[src/shared/mas_pkg.sv]
/*
  constants, types and register map of the add and shift execution unit.
  assumes a single 25 MHz clock and word-wide AHB-Lite register access.
*/
`default_nettype none

package mas_pkg;

  // register byte offsets, decoded on the low address bits
  localparam int          ADDR_W       = 5;
  localparam logic [4:0]  OFF_OPCODE   = 5'h00;
  localparam logic [4:0]  OFF_FILE_OP  = 5'h04;
  localparam logic [4:0]  OFF_ACCUM    = 5'h08;
  localparam logic [4:0]  OFF_STATUS   = 5'h0c;
  localparam logic [4:0]  OFF_PTR0     = 5'h10;
  localparam logic [4:0]  OFF_PTR1     = 5'h14;
  localparam logic [4:0]  OFF_WBACK    = 5'h18;

  // status field positions
  localparam int          ST_C         = 0;
  localparam int          ST_DIGIT     = 1;
  localparam int          ST_Z         = 2;

  // write-back register field positions
  localparam int          WB_ADDR_LSB  = 0;
  localparam int          WB_DATA_LSB  = 8;
  localparam int          WB_DEST_BIT  = 16;

  // opcode patterns, matched on the high opcode bits
  localparam logic [6:0]  OPC_PTR_ADD  = 7'h62;
  localparam logic [5:0]  OPC_AND_LIT  = 6'h39;
  localparam logic [5:0]  OPC_ADD_LIT  = 6'h3e;
  localparam logic [5:0]  OPC_AND_FILE = 6'h05;
  localparam logic [5:0]  OPC_ADD_FILE = 6'h07;
  localparam logic [5:0]  OPC_SHR_FILE = 6'h37;
  localparam logic [5:0]  OPC_ADD_CARRY = 6'h3d;
  localparam int          OPC_W        = 14;
  localparam int          PTR_LIT_W    = 6;

  // values after reset
  localparam logic [7:0]  RST_ACCUM    = 8'h00;
  localparam logic [7:0]  RST_FILE_OP  = 8'h00;
  localparam logic [15:0] RST_PTR      = 16'h0000;
  localparam logic [2:0]  RST_STATUS   = 3'h0;
  localparam logic [13:0] RST_OPCODE   = 14'h0000;

  // bus constants
  localparam logic [1:0]  HRESP_OKAY   = 2'h0;

  typedef enum logic [1:0] {
    PH_IDLE  = 2'b00,
    PH_WRITE = 2'b01,
    PH_READ  = 2'b11
  } mas_phase_t;

  typedef struct packed {
    mas_phase_t  phase;
    logic [4:0]  addr;
    logic [31:0] rdata;
    logic [13:0] opcode;
    logic [7:0]  accum;
    logic [7:0]  fileOp;
    logic [2:0]  status;
    logic [15:0] ptr0;
    logic [15:0] ptr1;
    logic        wbStrobe;
    logic        wbDest;
    logic [6:0]  wbAddr;
    logic [7:0]  wbData;
  } mas_state_t;

endpackage

`default_nettype wire

[src/core/mas_add8.sv]
/*
  adder with carry in, carry out and carry out of the low nibble.
  assumes both operands are WIDTH bits; combinational only.
*/
`default_nettype none

module mas_add8 #(
  parameter int WIDTH = 8
) (
  // operands
  input  wire logic [WIDTH-1:0] a,
  input  wire logic [WIDTH-1:0] b,
  input  wire logic             cin,
  // results
  output logic      [WIDTH-1:0] sum,
  output logic                  carryOut,
  output logic                  digitCarry
);

  logic [WIDTH:0] full;
  logic [4:0]     low;

  initial begin
    if (WIDTH < 5) begin
      $error("mas_add8: WIDTH must be at least 5");
    end
  end

  always_comb begin
    full       = {1'b0, a} + {1'b0, b} + {{WIDTH{1'b0}}, cin};
    low        = {1'b0, a[3:0]} + {1'b0, b[3:0]} + {4'h0, cin};
    sum        = full[WIDTH-1:0];
    carryOut   = full[WIDTH];
    digitCarry = low[4];
  end

endmodule

`default_nettype wire

[src/core/mas_exec_unit.sv]
/*
  execution unit for pointer add, and/add with literal or file operand,
  add with carry and arithmetic right shift, behind an AHB-Lite slave.
  assumes one bus master issuing single word transfers; the file operand
  is placed by software (or the core) before the opcode is written.
*/
// Behaviour
// - pointer add sign-extends the 6-bit literal and adds it to the chosen pointer pair.
// - the pointer sum wraps modulo 16 bits and no status flag changes.
// - and with literal puts accumulator AND immediate in the accumulator, only zero flag.
// - add literal puts accumulator plus immediate in the accumulator, sets all three flags.
// - and with file ANDs accumulator and file operand, routed by d, only zero flag.
// - add with file adds accumulator and file operand, routed by d, sets all three flags.
// - destination bit 0 sends the result to the accumulator, 1 back to the file.
// - arithmetic right shift keeps bit 7, shifts 7:1 down, old bit 0 into carry, sets C, Z.
// - add with carry sums accumulator, file operand and carry, routed by d, sets all flags.
// - pointer add decodes from 11 0001 0nkk kkkk and completes in one cycle.
`default_nettype none

module mas_exec_unit
  import mas_pkg::*;
(
  // clock and reset
  input  wire logic        clk_sys,
  input  wire logic        rst,
  // ahb-lite slave
  input  wire logic        hsel,
  input  wire logic [31:0] haddr,
  input  wire logic [1:0]  htrans,
  input  wire logic        hwrite,
  input  wire logic [2:0]  hsize,
  input  wire logic        hready,
  input  wire logic [31:0] hwdata,
  output logic      [31:0] hrdata,
  output logic             hreadyout,
  output logic      [1:0]  hresp,
  // file write-back toward the core
  output logic             fileWrStrobe,
  output logic      [6:0]  fileWrAddr,
  output logic      [7:0]  fileWrData
);

  mas_state_t s_q;
  mas_state_t s_d;

  logic [13:0] opc;
  logic        execOp;
  logic        isPtrAdd;
  logic        isAndLit;
  logic        isAddLit;
  logic        isAndFile;
  logic        isAddFile;
  logic        isShrFile;
  logic        isAddCarry;
  logic        isFileOp;
  logic        destFile;
  logic [7:0]  lit8;
  logic [15:0] litSext;
  logic [7:0]  addB;
  logic        addCin;
  logic [7:0]  addSum;
  logic        addCarry;
  logic        addDigit;
  logic [7:0]  result;

  // opcode is taken straight from the write data phase: one cycle execute
  assign opc      = hwdata[13:0];
  assign execOp   = (s_q.phase == PH_WRITE) && (s_q.addr == OFF_OPCODE);
  assign isPtrAdd = execOp && (opc[13:7] == OPC_PTR_ADD);
  assign isAndLit   = execOp && (opc[13:8] == OPC_AND_LIT);
  assign isAddLit   = execOp && (opc[13:8] == OPC_ADD_LIT);
  assign isAndFile  = execOp && (opc[13:8] == OPC_AND_FILE);
  assign isAddFile  = execOp && (opc[13:8] == OPC_ADD_FILE);
  assign isShrFile  = execOp && (opc[13:8] == OPC_SHR_FILE);
  assign isAddCarry = execOp && (opc[13:8] == OPC_ADD_CARRY);
  assign isFileOp = isAndFile || isAddFile || isShrFile || isAddCarry;
  assign destFile = opc[7];
  assign lit8     = opc[7:0];
  assign litSext  = {{10{opc[5]}}, opc[5:0]};
  assign addB     = isAddLit ? lit8 : s_q.fileOp;
  assign addCin   = isAddCarry ? s_q.status[ST_C] : 1'b0;

  mas_add8 #(
    .WIDTH      (8)
  ) u_add (
    .a          (s_q.accum),
    .b          (addB),
    .cin        (addCin),
    .sum        (addSum),
    .carryOut   (addCarry),
    .digitCarry (addDigit)
  );

  always_comb begin
    s_d          = s_q;
    s_d.wbStrobe = 1'b0;
    result       = 8'h00;
    // register writes from the data phase
    if (s_q.phase == PH_WRITE) begin
      case (s_q.addr)
        OFF_OPCODE:  s_d.opcode = opc;
        OFF_FILE_OP: s_d.fileOp = hwdata[7:0];
        OFF_ACCUM:   s_d.accum  = hwdata[7:0];
        OFF_STATUS:  s_d.status = hwdata[2:0];
        OFF_PTR0:    s_d.ptr0   = hwdata[15:0];
        OFF_PTR1:    s_d.ptr1   = hwdata[15:0];
        default:     s_d.opcode = s_q.opcode;
      endcase
    end
    // pointer add: 16-bit sum wraps, flags untouched
    if (isPtrAdd) begin
      if (opc[6]) begin
        s_d.ptr1 = 16'(s_q.ptr1 + litSext);
      end else begin
        s_d.ptr0 = 16'(s_q.ptr0 + litSext);
      end
    end
    if (isAndLit) begin
      s_d.accum         = s_q.accum & lit8;
      s_d.status[ST_Z]  = (s_d.accum == 8'h00);
    end
    if (isAddLit) begin
      s_d.accum         = addSum;
      s_d.status[ST_C]  = addCarry;
      s_d.status[ST_DIGIT] = addDigit;
      s_d.status[ST_Z]  = (addSum == 8'h00);
    end
    if (isAndFile) begin
      result           = s_q.accum & s_q.fileOp;
      s_d.status[ST_Z] = (result == 8'h00);
    end
    if (isAddFile || isAddCarry) begin
      result            = addSum;
      s_d.status[ST_C]  = addCarry;
      s_d.status[ST_DIGIT] = addDigit;
      s_d.status[ST_Z]  = (addSum == 8'h00);
    end
    if (isShrFile) begin
      result           = {s_q.fileOp[7], s_q.fileOp[7:1]};
      s_d.status[ST_C] = s_q.fileOp[0];
      s_d.status[ST_Z] = (result == 8'h00);
    end
    // destination routing shared by every file operation
    if (isFileOp) begin
      s_d.wbDest = destFile;
      s_d.wbAddr = opc[6:0];
      s_d.wbData = result;
      if (destFile) begin
        s_d.fileOp   = result;
        s_d.wbStrobe = 1'b1;
      end else begin
        s_d.accum    = result;
      end
    end
    // next address phase; hsize ignored, only whole words are served
    if (hready && hsel && htrans[1]) begin
      s_d.phase = hwrite ? PH_WRITE : PH_READ;
      s_d.addr  = haddr[4:0];
    end else begin
      s_d.phase = PH_IDLE;
      s_d.addr  = s_q.addr;
    end
    // read data from the updated state so a write then read sees new value
    s_d.rdata = 32'h0000_0000;
    if (hready && hsel && htrans[1] && !hwrite) begin
      case (haddr[4:0])
        OFF_OPCODE:  s_d.rdata = {18'h0, s_d.opcode};
        OFF_FILE_OP: s_d.rdata = {24'h0, s_d.fileOp};
        OFF_ACCUM:   s_d.rdata = {24'h0, s_d.accum};
        OFF_STATUS:  s_d.rdata = {29'h0, s_d.status};
        OFF_PTR0:    s_d.rdata = {16'h0, s_d.ptr0};
        OFF_PTR1:    s_d.rdata = {16'h0, s_d.ptr1};
        OFF_WBACK:   s_d.rdata = {15'h0, s_d.wbDest, s_d.wbData,
                                  1'b0, s_d.wbAddr};
        default:     s_d.rdata = 32'h0000_0000;
      endcase
    end
  end

  always_ff @(posedge clk_sys) begin
    if (rst) begin
      s_q.phase    <= PH_IDLE;
      s_q.addr     <= 5'h00;
      s_q.rdata    <= 32'h0000_0000;
      s_q.opcode   <= RST_OPCODE;
      s_q.accum    <= RST_ACCUM;
      s_q.fileOp   <= RST_FILE_OP;
      s_q.status   <= RST_STATUS;
      s_q.ptr0     <= RST_PTR;
      s_q.ptr1     <= RST_PTR;
      s_q.wbStrobe <= 1'b0;
      s_q.wbDest   <= 1'b0;
      s_q.wbAddr   <= 7'h00;
      s_q.wbData   <= 8'h00;
    end else begin
      s_q <= s_d;
    end
  end

  // zero wait states, so no stall logic is needed
  assign hreadyout    = 1'b1;
  assign hresp        = HRESP_OKAY;
  assign hrdata       = s_q.rdata;
  assign fileWrStrobe = s_q.wbStrobe;
  assign fileWrAddr   = s_q.wbAddr;
  assign fileWrData   = s_q.wbData;

  // helpers read only by the checks below
  logic [7:0] accQ;
  logic [7:0] fopQ;
  logic       carQ;
  logic [7:0] destQ;
  assign accQ  = s_q.accum;
  assign fopQ  = s_q.fileOp;
  assign carQ  = s_q.status[ST_C];
  assign destQ = s_q.wbDest ? s_q.fileOp : s_q.accum;
endmodule

`default_nettype wire

[config.mk]
export PLATFORM = sky130hd
export DESIGN_NAME = mas_exec_unit
export DESIGN_NICKNAME = d
export VERILOG_FILES = /design/src/shared/mas_pkg.sv /design/src/core/mas_add8.sv /design/src/core/mas_exec_unit.sv
export SDC_FILE = /design/constraint.sdc
export NUM_CORES = 1
export LEC_CHECK = 0
export BUFFER_PORTS_ARGS = -buffer_cell sky130_fd_sc_hd__clkbuf_2
export CAP_MARGIN = 40
export CORE_AREA = 4 4 132 160
export DETAILED_ROUTE_END_ITERATION = 10
export DIE_AREA = 0 0 136 164
export PLACE_DENSITY = 0.57
export SLEW_MARGIN = 20
export SYNTH_ARGS = -nofsm -noshare
export SYNTH_HDL_FRONTEND = slang
export SYNTH_SLANG_ARGS = --single-unit
[constraint.sdc]
create_clock -name clk_sys -period 4.6 [get_ports clk_sys]
set_input_delay 0.92 -clock clk_sys [delete_from_list [all_inputs] [get_ports clk_sys]]
set_output_delay 0.92 -clock clk_sys [all_outputs]
set_load 0.02 [all_outputs]
==> qor.csv, run 1 <==
stage,metric,value,unit
critical_path,worstPathMaxFanout,10,
global_routing,antenna_found_initial,1,
synth,synth_top_family_by_area,simple AND/OR/NAND/NOR gates,
finish,finalNonFillerCells,1266,
synth,synth_seq_cells,106,
hold_path,whs_path_depth,2,
critical_path,path_delay_family,simple AND/OR/NAND/NOR gates,
pwr,powerDensity,225.2,nW/um^2
synth,yosysWarnings,0,
sta,fmax,248.0,MHz
detailed_routing,vias_per_cell,5.736,
synth,synth.area.mux_share,7.551,%
synth,synth-xor-area-share,3.183,%
synth,async_flop_share,0,%
pwr,net-switching-power,525.1,uW
synth,synthCells,982,
die,design.die.area,22300,sq um
critical_path,crit_cells,15,
sta,finalSetupTns,0,ns
sta,slew_headroom,34.29,%
sta,hold_viol_final,0,
finish,final_nets,1115,
clock_tree,cts.htree.levels,3,
synth,ys_types,83,
synth,synth_edf_count,0,
finish,drive_gt1_share,14.33,%
synth,ys_seq_area_share,27.54,%
pwr,swShare,27.93,%
sta,fin_skew,0.007717,ns
synth,synth_area_per_cell,7.846,sq um
placed_design,globalplace.congestion,0.9954,
finish,area_growth,8.314,%
detailed_routing,dr.pass1.iters,5,
die,core,19410,sq um
clock_tree,cts_resized,0,
clock_tree,post_cts_buffers,0,
sta,maxSlewViolCount,0,
critical_path,arrival,4.34,ns
detailed_routing,wirelength,24790,um
run,max_cap_viol_count,0,
clock_tree,root_buffer,clkbuf_16,
critical_path,crit_chain,or4b_4 -> nor4_2 -> buf_4 -> nand2_1 -> nand2_1 -> ha_1 -> a211oi_1 -> o21bai_1 -> a21oi_1 -> xor2_1 -> nor4b_1 -> a31o_2 -> nand3_1 -> a21oi_1 -> buf_4,
placed_design,hpwl,19070,um
die,initial_core_util,39.70,%
global_routing,grt_overflow_total,0,
sta,finalCritPeriodShare,87.66,%
run_status,outcome,"finished, final reports clean",
die,ioPinCount,125,
synth,syn_area,7705,sq um
pwr,intPower,1.355,mW
critical_path,cp-start-kind,register,
clock_tree,cts_tree,done,
clock_tree,clkSlewWorstSetupHoldPaths,0.08,ns
critical_path,worst_setup_path_end_kind,register,
critical_path,rr_worst_depth,15,
detailed_routing,wl_per_cell,19.58,um
placed_design,port_buffers,59,
synth,synth_ff_type,dfxtp_1,
pwr,peakVddDrop,0.0001715,V
clock_tree,cts_hold_buf,0,
sta,min_period,4.032,ns
critical_path,max_stage_delay,0.67,ns
clock_tree,cts_sinks,106,
finish,antennaDiodeCount,0,
synth,yosys.area_share.simple,24.54,%
synth,synth_fa_ha_area_share,7.048,%
clock_tree,clk_path_buf_depth,2,
sta,setup_viol,0,
critical_path,criticalPathCategory,register to register,
placed_design,numPlacedInstances,1250,
detailed_routing,vias,7262,
global_routing,grt_pass1_vias,6941,
critical_path,critical-path-slowest-cell,or4b_4,
pwr,leakage,3.572,nW
die,fp.dieW,136,um
die,die_h,164,um
global_routing,track_usage,22.32,%
critical_path,critical_path_buf_inv_count,2,
critical_path,cp.required,4.91,ns
global_routing,grt_max_degree,46,
sta,rsz0062_at_grt,no,
synth,synth_compound_area_share,21.50,%
pwr,pwr-share-seq,49.3,%
detailed_routing,drt_iter0_drc,499,
clock_tree,clkLatencyLatePin,0.36,ns
clock_tree,numCtsBuffers,9,
sta,worst_slew_pin_slew,0.9607,ns
pwr,pwr-share-comb,10.4,%
sta,whs,0.4817,ns
global_routing,grt_pass1_wl,38480,um
die,num_rows,56,
detailed_routing,drtAntennaViolNets,0,
detailed_routing,drc,0,
hold_path,min_path_type,register to register,
pwr,p_clk_share,40.2,%
-- state kept, by name, indices dropped and copies added, names as in the netlist --
name / cells
carQ: 1
s_q: 56
accQ: 8
fileWrAddr: 7
hrdata: 17
fopQ: 8
fileWrStrobe: 1
fileWrData: 8
-- final timing paths --
kind / from / to / slack (ns)
worst max-delay path: s_q[116]$_SDFFE_PP0P_ / hrdata[2]$_SDFF_PP0_ / 0.57
worst min-delay path: s_q[74]$_SDFF_PP0_ / s_q[74]$_SDFF_PP0_ / 0.48
worst max register to register: s_q[116]$_SDFFE_PP0P_ / hrdata[2]$_SDFF_PP0_ / 0.57
worst min register to register: s_q[74]$_SDFF_PP0_ / s_q[74]$_SDFF_PP0_ / 0.48
-- routing by layer --
layer | wire, um | global-route usage, % | share of wire [%]
met2 | 12180 | 37.99 | 49
met1 | 9970 | 26.48 | 40
met5 | 13 | 0 | 0.052
met3 | 1286 | 3.707 | 5.2
met4 | 1340 | 12.60 | 5.4
-- area by class of cell --
| type | instances | area (sq um) |
|---|---|---|
| Fill cell | 2014 | 11060 |
| Multi-Input combinational cell | 775 | 4991 |
| Sequential cell | 106 | 2122 |
| Timing Repair Buffer | 95 | 578.1 |
| Inverter | 13 | 48.80 |
| Clock buffer | 9 | 225.2 |
| Tap cell | 261 | 326.6 |
| Clock inverter | 7 | 53.80 |
-- cells by family after synthesis --
kind of cell / Yosys count
buf+inv: 117
flops: 106
mux: 57
xor+xnor: 28
other cells: 2
compound gates: 250
fa+ha+maj: 41
simple gates: 381
-- worst min-delay path: stages, from the launching register on --
cell,delay (ns)
dfxtp_1,0.31
a21oi_1,0.07
nor2_1,0.07
-- cells in the final DEF, fill, tap and decap left out, types with 6 or more instances in the layout --
master	n
o21ai_0	46
nand3_1	31
a21o_1	12
nand2_1	107
a211oi_1	23
dfxtp_1	106
o22ai_1	13
nand3b_1	6
nand2b_1	9
or3_1	6
clkbuf_2	58
conb_1	18
clkbuf_16	9
xnor2_1	19
buf_4	35
nor2b_1	11
nor4_1	7
and3_1	8
o211ai_1	15
xor2_1	9
mux2i_1	51
a31oi_1	14
inv_1	13
nor3_1	29
nor2_1	124
ha_1	37
a21oi_1	61
o221ai_1	10
-- metrics by stage --
step	power (mW)	utilization [%]	setup slack, ns	area (sq um)
finish	1.880	43.00	0.5677	8346
global route	1.954	43.00	0.2606	8346
CTS	1.894	43.00	0.6252	8346
detailed placement	1.142	41.56	0.3977	8066
global placement	1.140	41.42	0.4331	8039
floorplan	1.087	-	0.2424	7765
-- power groups by stage --
stage	Clock, mW	Sequential [mW]	Combinational (mW)
2_1_floorplan	0	0.948	0.140
4_1_cts	0.773	0.927	0.194
5_1_grt	0.813	0.929	0.212
3_5_place_dp	0	0.949	0.192
6_report	0.756	0.927	0.196
3_3_place_gp	0	0.949	0.191
-- Yosys cell counts, types with 4 or more instances --
cell	count	area share [%]
a211o_1	4	0.45
a211oi_1	23	2.2
a21o_1	12	1.2
a21oi_1	61	4.0
a221oi_1	4	0.45
a22oi_1	5	0.49
a31o_2	4	0.45
a31oi_1	14	1.1
and3_1	8	0.65
buf_2	7	0.45
buf_4	52	5.1
clkbuf_1	40	1.9
dfxtp_1	106	28
fa_1	4	1.0
ha_1	37	6.0
inv_1	13	0.63
mux2_2	5	0.73
mux2i_1	51	6.6
nand2_1	107	5.2
nand2b_1	9	0.73
nand3_1	31	2.0
nand3b_1	6	0.58
nand4_1	4	0.32
nor2_1	124	6.0
nor2b_1	11	0.89
nor3_1	29	1.9
nor3b_1	5	0.49
nor4_1	7	0.57
o211ai_1	15	1.5
o21ai_0	46	3.0
o21ai_1	5	0.32
o21bai_1	5	0.49
o221ai_1	10	1.1
o22a_1	5	0.57
o22ai_1	13	1.1
or3_1	6	0.49
xnor2_1	19	2.2
xor2_1	9	1.0
Power figures use the tool's default switching activity.
==> run 2: changes to the inputs <==
Settings changed: CTS_BUF_LIST from default to sky130_fd_sc_hd__clkbuf_4 sky130_fd_sc_hd__clkbuf_8.
==> qor.csv, run 2 (synthesis results as in run 1) <==
stage,metric,value,unit
finish,fill_cells,2028,
critical_path,cp-start-kind,register,
clock_tree,clk_path_buf_depth,2,
clock_tree,cts_hold_buf,0,
pwr,peakVddDrop,0.0001508,V
sta,maxSlewViolCount,0,
sta,rsz0062_at_grt,no,
die,ioPinCount,125,
clock_tree,clkLatencyLatePin,0.40,ns
hold_path,min_path_type,register to register,
global_routing,grt_max_degree,46,
placed_design,globalplace.congestion,0.9954,
clock_tree,root_buffer,clkbuf_8,
sta,slew_headroom,34.52,%
run_status,outcome,"finished, final reports clean",
finish,drive_gt1_share,14.33,%
clock_tree,cts_sinks,106,
global_routing,grt_pass1_wl,38470,um
critical_path,arrival,4.38,ns
die,fp.dieW,136,um
run,max_cap_viol_count,0,
clock_tree,clkSlewWorstSetupHoldPaths,0.11,ns
sta,fin_ws,0.5728,ns
sta,worst_slew_pin_slew,0.9575,ns
die,core,19410,sq um
critical_path,path_delay_family,simple AND/OR/NAND/NOR gates,
global_routing,antenna_found_initial,1,
critical_path,crit_chain,or4b_4 -> nor4_2 -> buf_4 -> nand2_1 -> nand2_1 -> ha_1 -> a211oi_1 -> o21bai_1 -> a21oi_1 -> xor2_1 -> nor4b_1 -> a31o_2 -> nand3_1 -> a21oi_1 -> buf_4,
global_routing,grt_pass1_vias,6953,
critical_path,critical-path-slowest-cell,or4b_4,
finish,antennaDiodeCount,0,
detailed_routing,drtAntennaViolNets,0,
placed_design,port_buffers,59,
detailed_routing,vias_per_cell,5.750,
clock_tree,numCtsBuffers,9,
clock_tree,post_cts_buffers,0,
finish,top_register,s_q,
detailed_routing,dr.pass1.iters,5,
critical_path,criticalPathCategory,register to register,
placed_design,dp_slack,0.3977,ns
finish,largest_reg_flops,56,
detailed_routing,drt_iter0_drc,490,
clock_tree,cts_tree,done,
critical_path,worstPathMaxFanout,10,
sta,fmax,248.3,MHz
sta,min_period,4.027,ns
finish,layout_common_cells,"nor2_1, nand2_1, dfxtp_1",
placed_design,hpwl,19070,um
die,die_h,164,um
sta,hold_viol_final,0,
finish,area_growth,6.999,%
critical_path,critical_path_buf_inv_count,2,
global_routing,track_usage,22.28,%
global_routing,grt_overflow_total,0,
pwr,leakage,3.526,nW
finish,final_nets,1115,
detailed_routing,vias,7279,
die,num_rows,56,
sta,whs,0.4898,ns
sta,setup_viol,0,
sta,finalCritPeriodShare,87.55,%
detailed_routing,wirelength,24770,um
pwr,powerDensity,205.2,nW/um^2
clock_tree,cts_resized,0,
sta,finalSetupTns,0,ns
detailed_routing,wl_per_cell,19.56,um
die,initial_core_util,39.70,%
finish,post-route-util,42.48,%
clock_tree,cts.htree.levels,3,
finish,final_common_cell,nor2_1,
die,design.die.area,22300,sq um
critical_path,worst_setup_path_end_kind,register,
sta,fin_skew,0.01094,ns
detailed_routing,drc,0,
critical_path,cp.required,4.95,ns
critical_path,max_stage_delay,0.67,ns
## run 2: cell counts in the layout (fill, tap and decap cells not counted)
No cell type changed its count.
## run 2: per-stage QoR
stage	instance area, sq um	power (mW)	std cells
final	8244	1.692	1266
after global routing	8244	1.759	1266
after CTS	8244	1.704	1266
after detailed placement	8066	1.142	1250
after global placement	8039	1.140	1248
after floorplan	7765	1.087	998
## run 2: area by class of cell
class	instances	area, sq um	share of cell area (%)
multi-input combinational	775	4991	60.54
clock inverter	7	53.80	0.6526
timing repair buffer	95	578.1	7.012
tap	261	326.6	3.961
clock buffer	9	123.9	1.503
inverter	13	48.80	0.5919
sequential	106	2122	25.74
## run 2: final timing paths
path / startpoint / to / slack (ns) / cells past startpoint
max: s_q[116]$_SDFFE_PP0P_ / hrdata[2]$_SDFF_PP0_ / 0.57 / 15
min reg2reg: s_q[74]$_SDFF_PP0_ / s_q[74]$_SDFF_PP0_ / 0.49 / 2
min: s_q[74]$_SDFF_PP0_ / s_q[74]$_SDFF_PP0_ / 0.49 / 2
max reg2reg: s_q[116]$_SDFFE_PP0P_ / hrdata[2]$_SDFF_PP0_ / 0.57 / 15
## run 2: worst register-to-register path, cell delays in order, from the launching register on
cell and delay, ns:
dfxtp_1 0.40, or4b_4 0.67, nor4_2 0.35, buf_4 0.25, nand2_1 0.07, nand2_1 0.09
ha_1 0.24, a211oi_1 0.30, o21bai_1 0.12, a21oi_1 0.19, xor2_1 0.36, nor4b_1 0.34
a31o_2 0.24, nand3_1 0.07, a21oi_1 0.14, buf_4 0.14
## run 2: power breakdown
group	leakage (nW)	total [mW]	switching, mW	internal [mW]
Combinational	2.59	0.196	0.135	0.0607
Sequential	0.854	0.928	0.00533	0.923
Clock	0.0822	0.568	0.367	0.201
Total	3.53	1.69	0.507	1.18
## run 2: routing by layer
metal	part of all wire [%]	GRT usage (%)
met5	0.052	0
met3	4.7	3.431
met1	41	26.48
met2	49	38.24
met4	5.4	12.28
==> run 3: changes to the inputs <==
Settings changed: CORE_AREA 4 4 132 160 to 3 3 153 185, DIE_AREA 0 0 136 164 to 0 0 156 188, PLACE_DENSITY 0.57 to 0.44.
==> qor.csv, run 3 (synthesis results as in run 1) <==
stage,metric,value,unit
run_status,outcome,"finished, final reports clean",
clock_tree,clk_path_buf_depth,2,
detailed_routing,vias,7157,
finish,largest_reg_flops,56,
critical_path,arrival,4.37,ns
pwr,peakVddDrop,0.0001095,V
clock_tree,cts_sinks,106,
finish,top_register,s_q,
clock_tree,numCtsBuffers,9,
sta,min_period,4.058,ns
global_routing,grt_pass1_vias,6977,
finish,post-route-util,31.27,%
placed_design,hpwl,21050,um
placed_design,port_buffers,59,
finish,area_growth,8.931,%
sta,slew_headroom,41.73,%
sta,setup_viol,0,
finish,antennaDiodeCount,0,
global_routing,grt_max_degree,41,
critical_path,criticalPathCategory,register to register,
placed_design,dp_slack,0.3081,ns
clock_tree,clkLatencyLatePin,0.42,ns
sta,fin_ws,0.5422,ns
critical_path,worst_setup_path_end_kind,register,
sta,rsz0062_at_grt,no,
clock_tree,cts.htree.levels,3,
sta,finalSetupTns,0,ns
clock_tree,cts_tree,done,
pwr,p_total,1.716,mW
clock_tree,clkSlewWorstSetupHoldPaths,0.11,ns
global_routing,antenna_found_initial,0,
sta,maxSlewViolCount,0,
detailed_routing,wirelength,27080,um
sta,fin_skew,0.02098,ns
run,max_cap_viol_count,0,
die,ioPinCount,125,
detailed_routing,drtAntennaViolNets,0,
global_routing,grt_overflow_total,0,
finish,finalNonFillerCells,1351,
clock_tree,cts_resized,0,
placed_design,globalplace.congestion,0.9108,
clock_tree,cts_hold_buf,0,
pwr,leakage,3.567,nW
die,initial_core_util,28.71,%
die,fp.dieW,156,um
hold_path,min_path_type,register to register,
die,die_h,188,um
sta,worst_slew_pin_slew,0.8520,ns
critical_path,worstPathMaxFanout,6,
global_routing,grt_use_met3,2.193,%
sta,fmax,246.4,MHz
finish,drive_gt1_share,14.74,%
finish,final_nets,1121,
critical_path,cp.required,4.91,ns
detailed_routing,dr.pass1.iters,7,
finish,fill_cells,2886,
global_routing,track_usage,18.48,%
die,num_rows,66,
clock_tree,root_buffer,clkbuf_8,
finish,final_common_cell,nor2_1,
pwr,powerDensity,204.5,nW/um^2
die,design.die.area,29330,sq um
global_routing,grt.met1_usage,22.69,%
placed_design,numPlacedInstances,1335,
detailed_routing,drt_iter0_drc,551,
detailed_routing,vias_per_cell,5.298,
global_routing,gr-usage-met2,32.57,%
clock_tree,post_cts_buffers,0,
global_routing,grt_pass1_wl,41690,um
detailed_routing,wl_per_cell,20.05,um
sta,hold_viol_final,0,
detailed_routing,drc,0,
die,core,26840,sq um
finish,layout_common_cells,"nor2_1, nand2_1, dfxtp_1",
critical_path,cp-start-kind,register,
global_routing,busiest_layer,met2,
sta,finalCritPeriodShare,88.21,%
-- run 3: changes by cell type in the layout (fill, tap and decap cells not counted), sizes merged --
cell and change:
clkinvlp -3, buf +6, clkbuf +1, clkinv +2
-- run 3: area by class of cell --
cell class                      count  area, sq um  area share [%]
Multi-Input combinational cell    775         4985           59.39
Sequential cell                   106         2122           25.28
Timing Repair Buffer              101        625.6           7.454
Tap cell                          340        425.4           5.069
Clock buffer                       10        137.6           1.640
Clock inverter                      6        48.80          0.5814
Inverter                           13        48.80          0.5814
-- run 3: metal layers --
| metal | vias up | wire length [um] |
|---|---|---|
| li1 | 3530 | - |
| met1 | 3409 | 11500 |
| met2 | 173 | 13700 |
| met3 | 45 | 993 |
| met4 | 0 | 886 |
| met5 | - | 0 |
-- run 3: through the flow --
step,instance area [sq um],hold slack [ns]
2_1_floorplan,7765,0.4463
3_3_place_gp,8187,0.4578
3_5_place_dp,8207,0.4677
4_1_cts,8393,0.4941
5_1_grt,8393,0.5281
6_report,8393,0.4873
-- run 3: final timing paths --
kind / slack, ns / endpoint / start / depth (start not counted)
worst max-delay path: 0.54 / hrdata[12]$_SDFF_PP0_ / s_q[116]$_SDFFE_PP0P_ / 15
worst max register to register: 0.54 / hrdata[12]$_SDFF_PP0_ / s_q[116]$_SDFFE_PP0P_ / 15
worst min-delay path: 0.49 / s_q[74]$_SDFF_PP0_ / s_q[74]$_SDFF_PP0_ / 2
worst min register to register: 0.49 / s_q[74]$_SDFF_PP0_ / s_q[74]$_SDFF_PP0_ / 2
-- run 3: critical path, cell delays in order (launching register included) --
cell      delay, ns
dfxtp_1        0.40
or4b_4         0.67
nor4_2         0.34
nand2_1        0.09
nand2_1        0.08
fa_1           0.27
inv_1          0.08
fa_1           0.43
nor2b_1        0.13
o21a_1         0.13
nor2_1         0.06
xnor2_1        0.39
a21boi_0       0.26
a21oi_1        0.36
nor3_1         0.08
a31oi_1        0.19
-- run 3: power by group --
part / internal, mW / leakage (nW) / switching [mW] / total (mW)
clock network: 0.218 / 0.0972 / 0.371 / 0.589
logic: 0.0609 / 2.62 / 0.137 / 0.198
registers: 0.923 / 0.854 / 0.00571 / 0.929
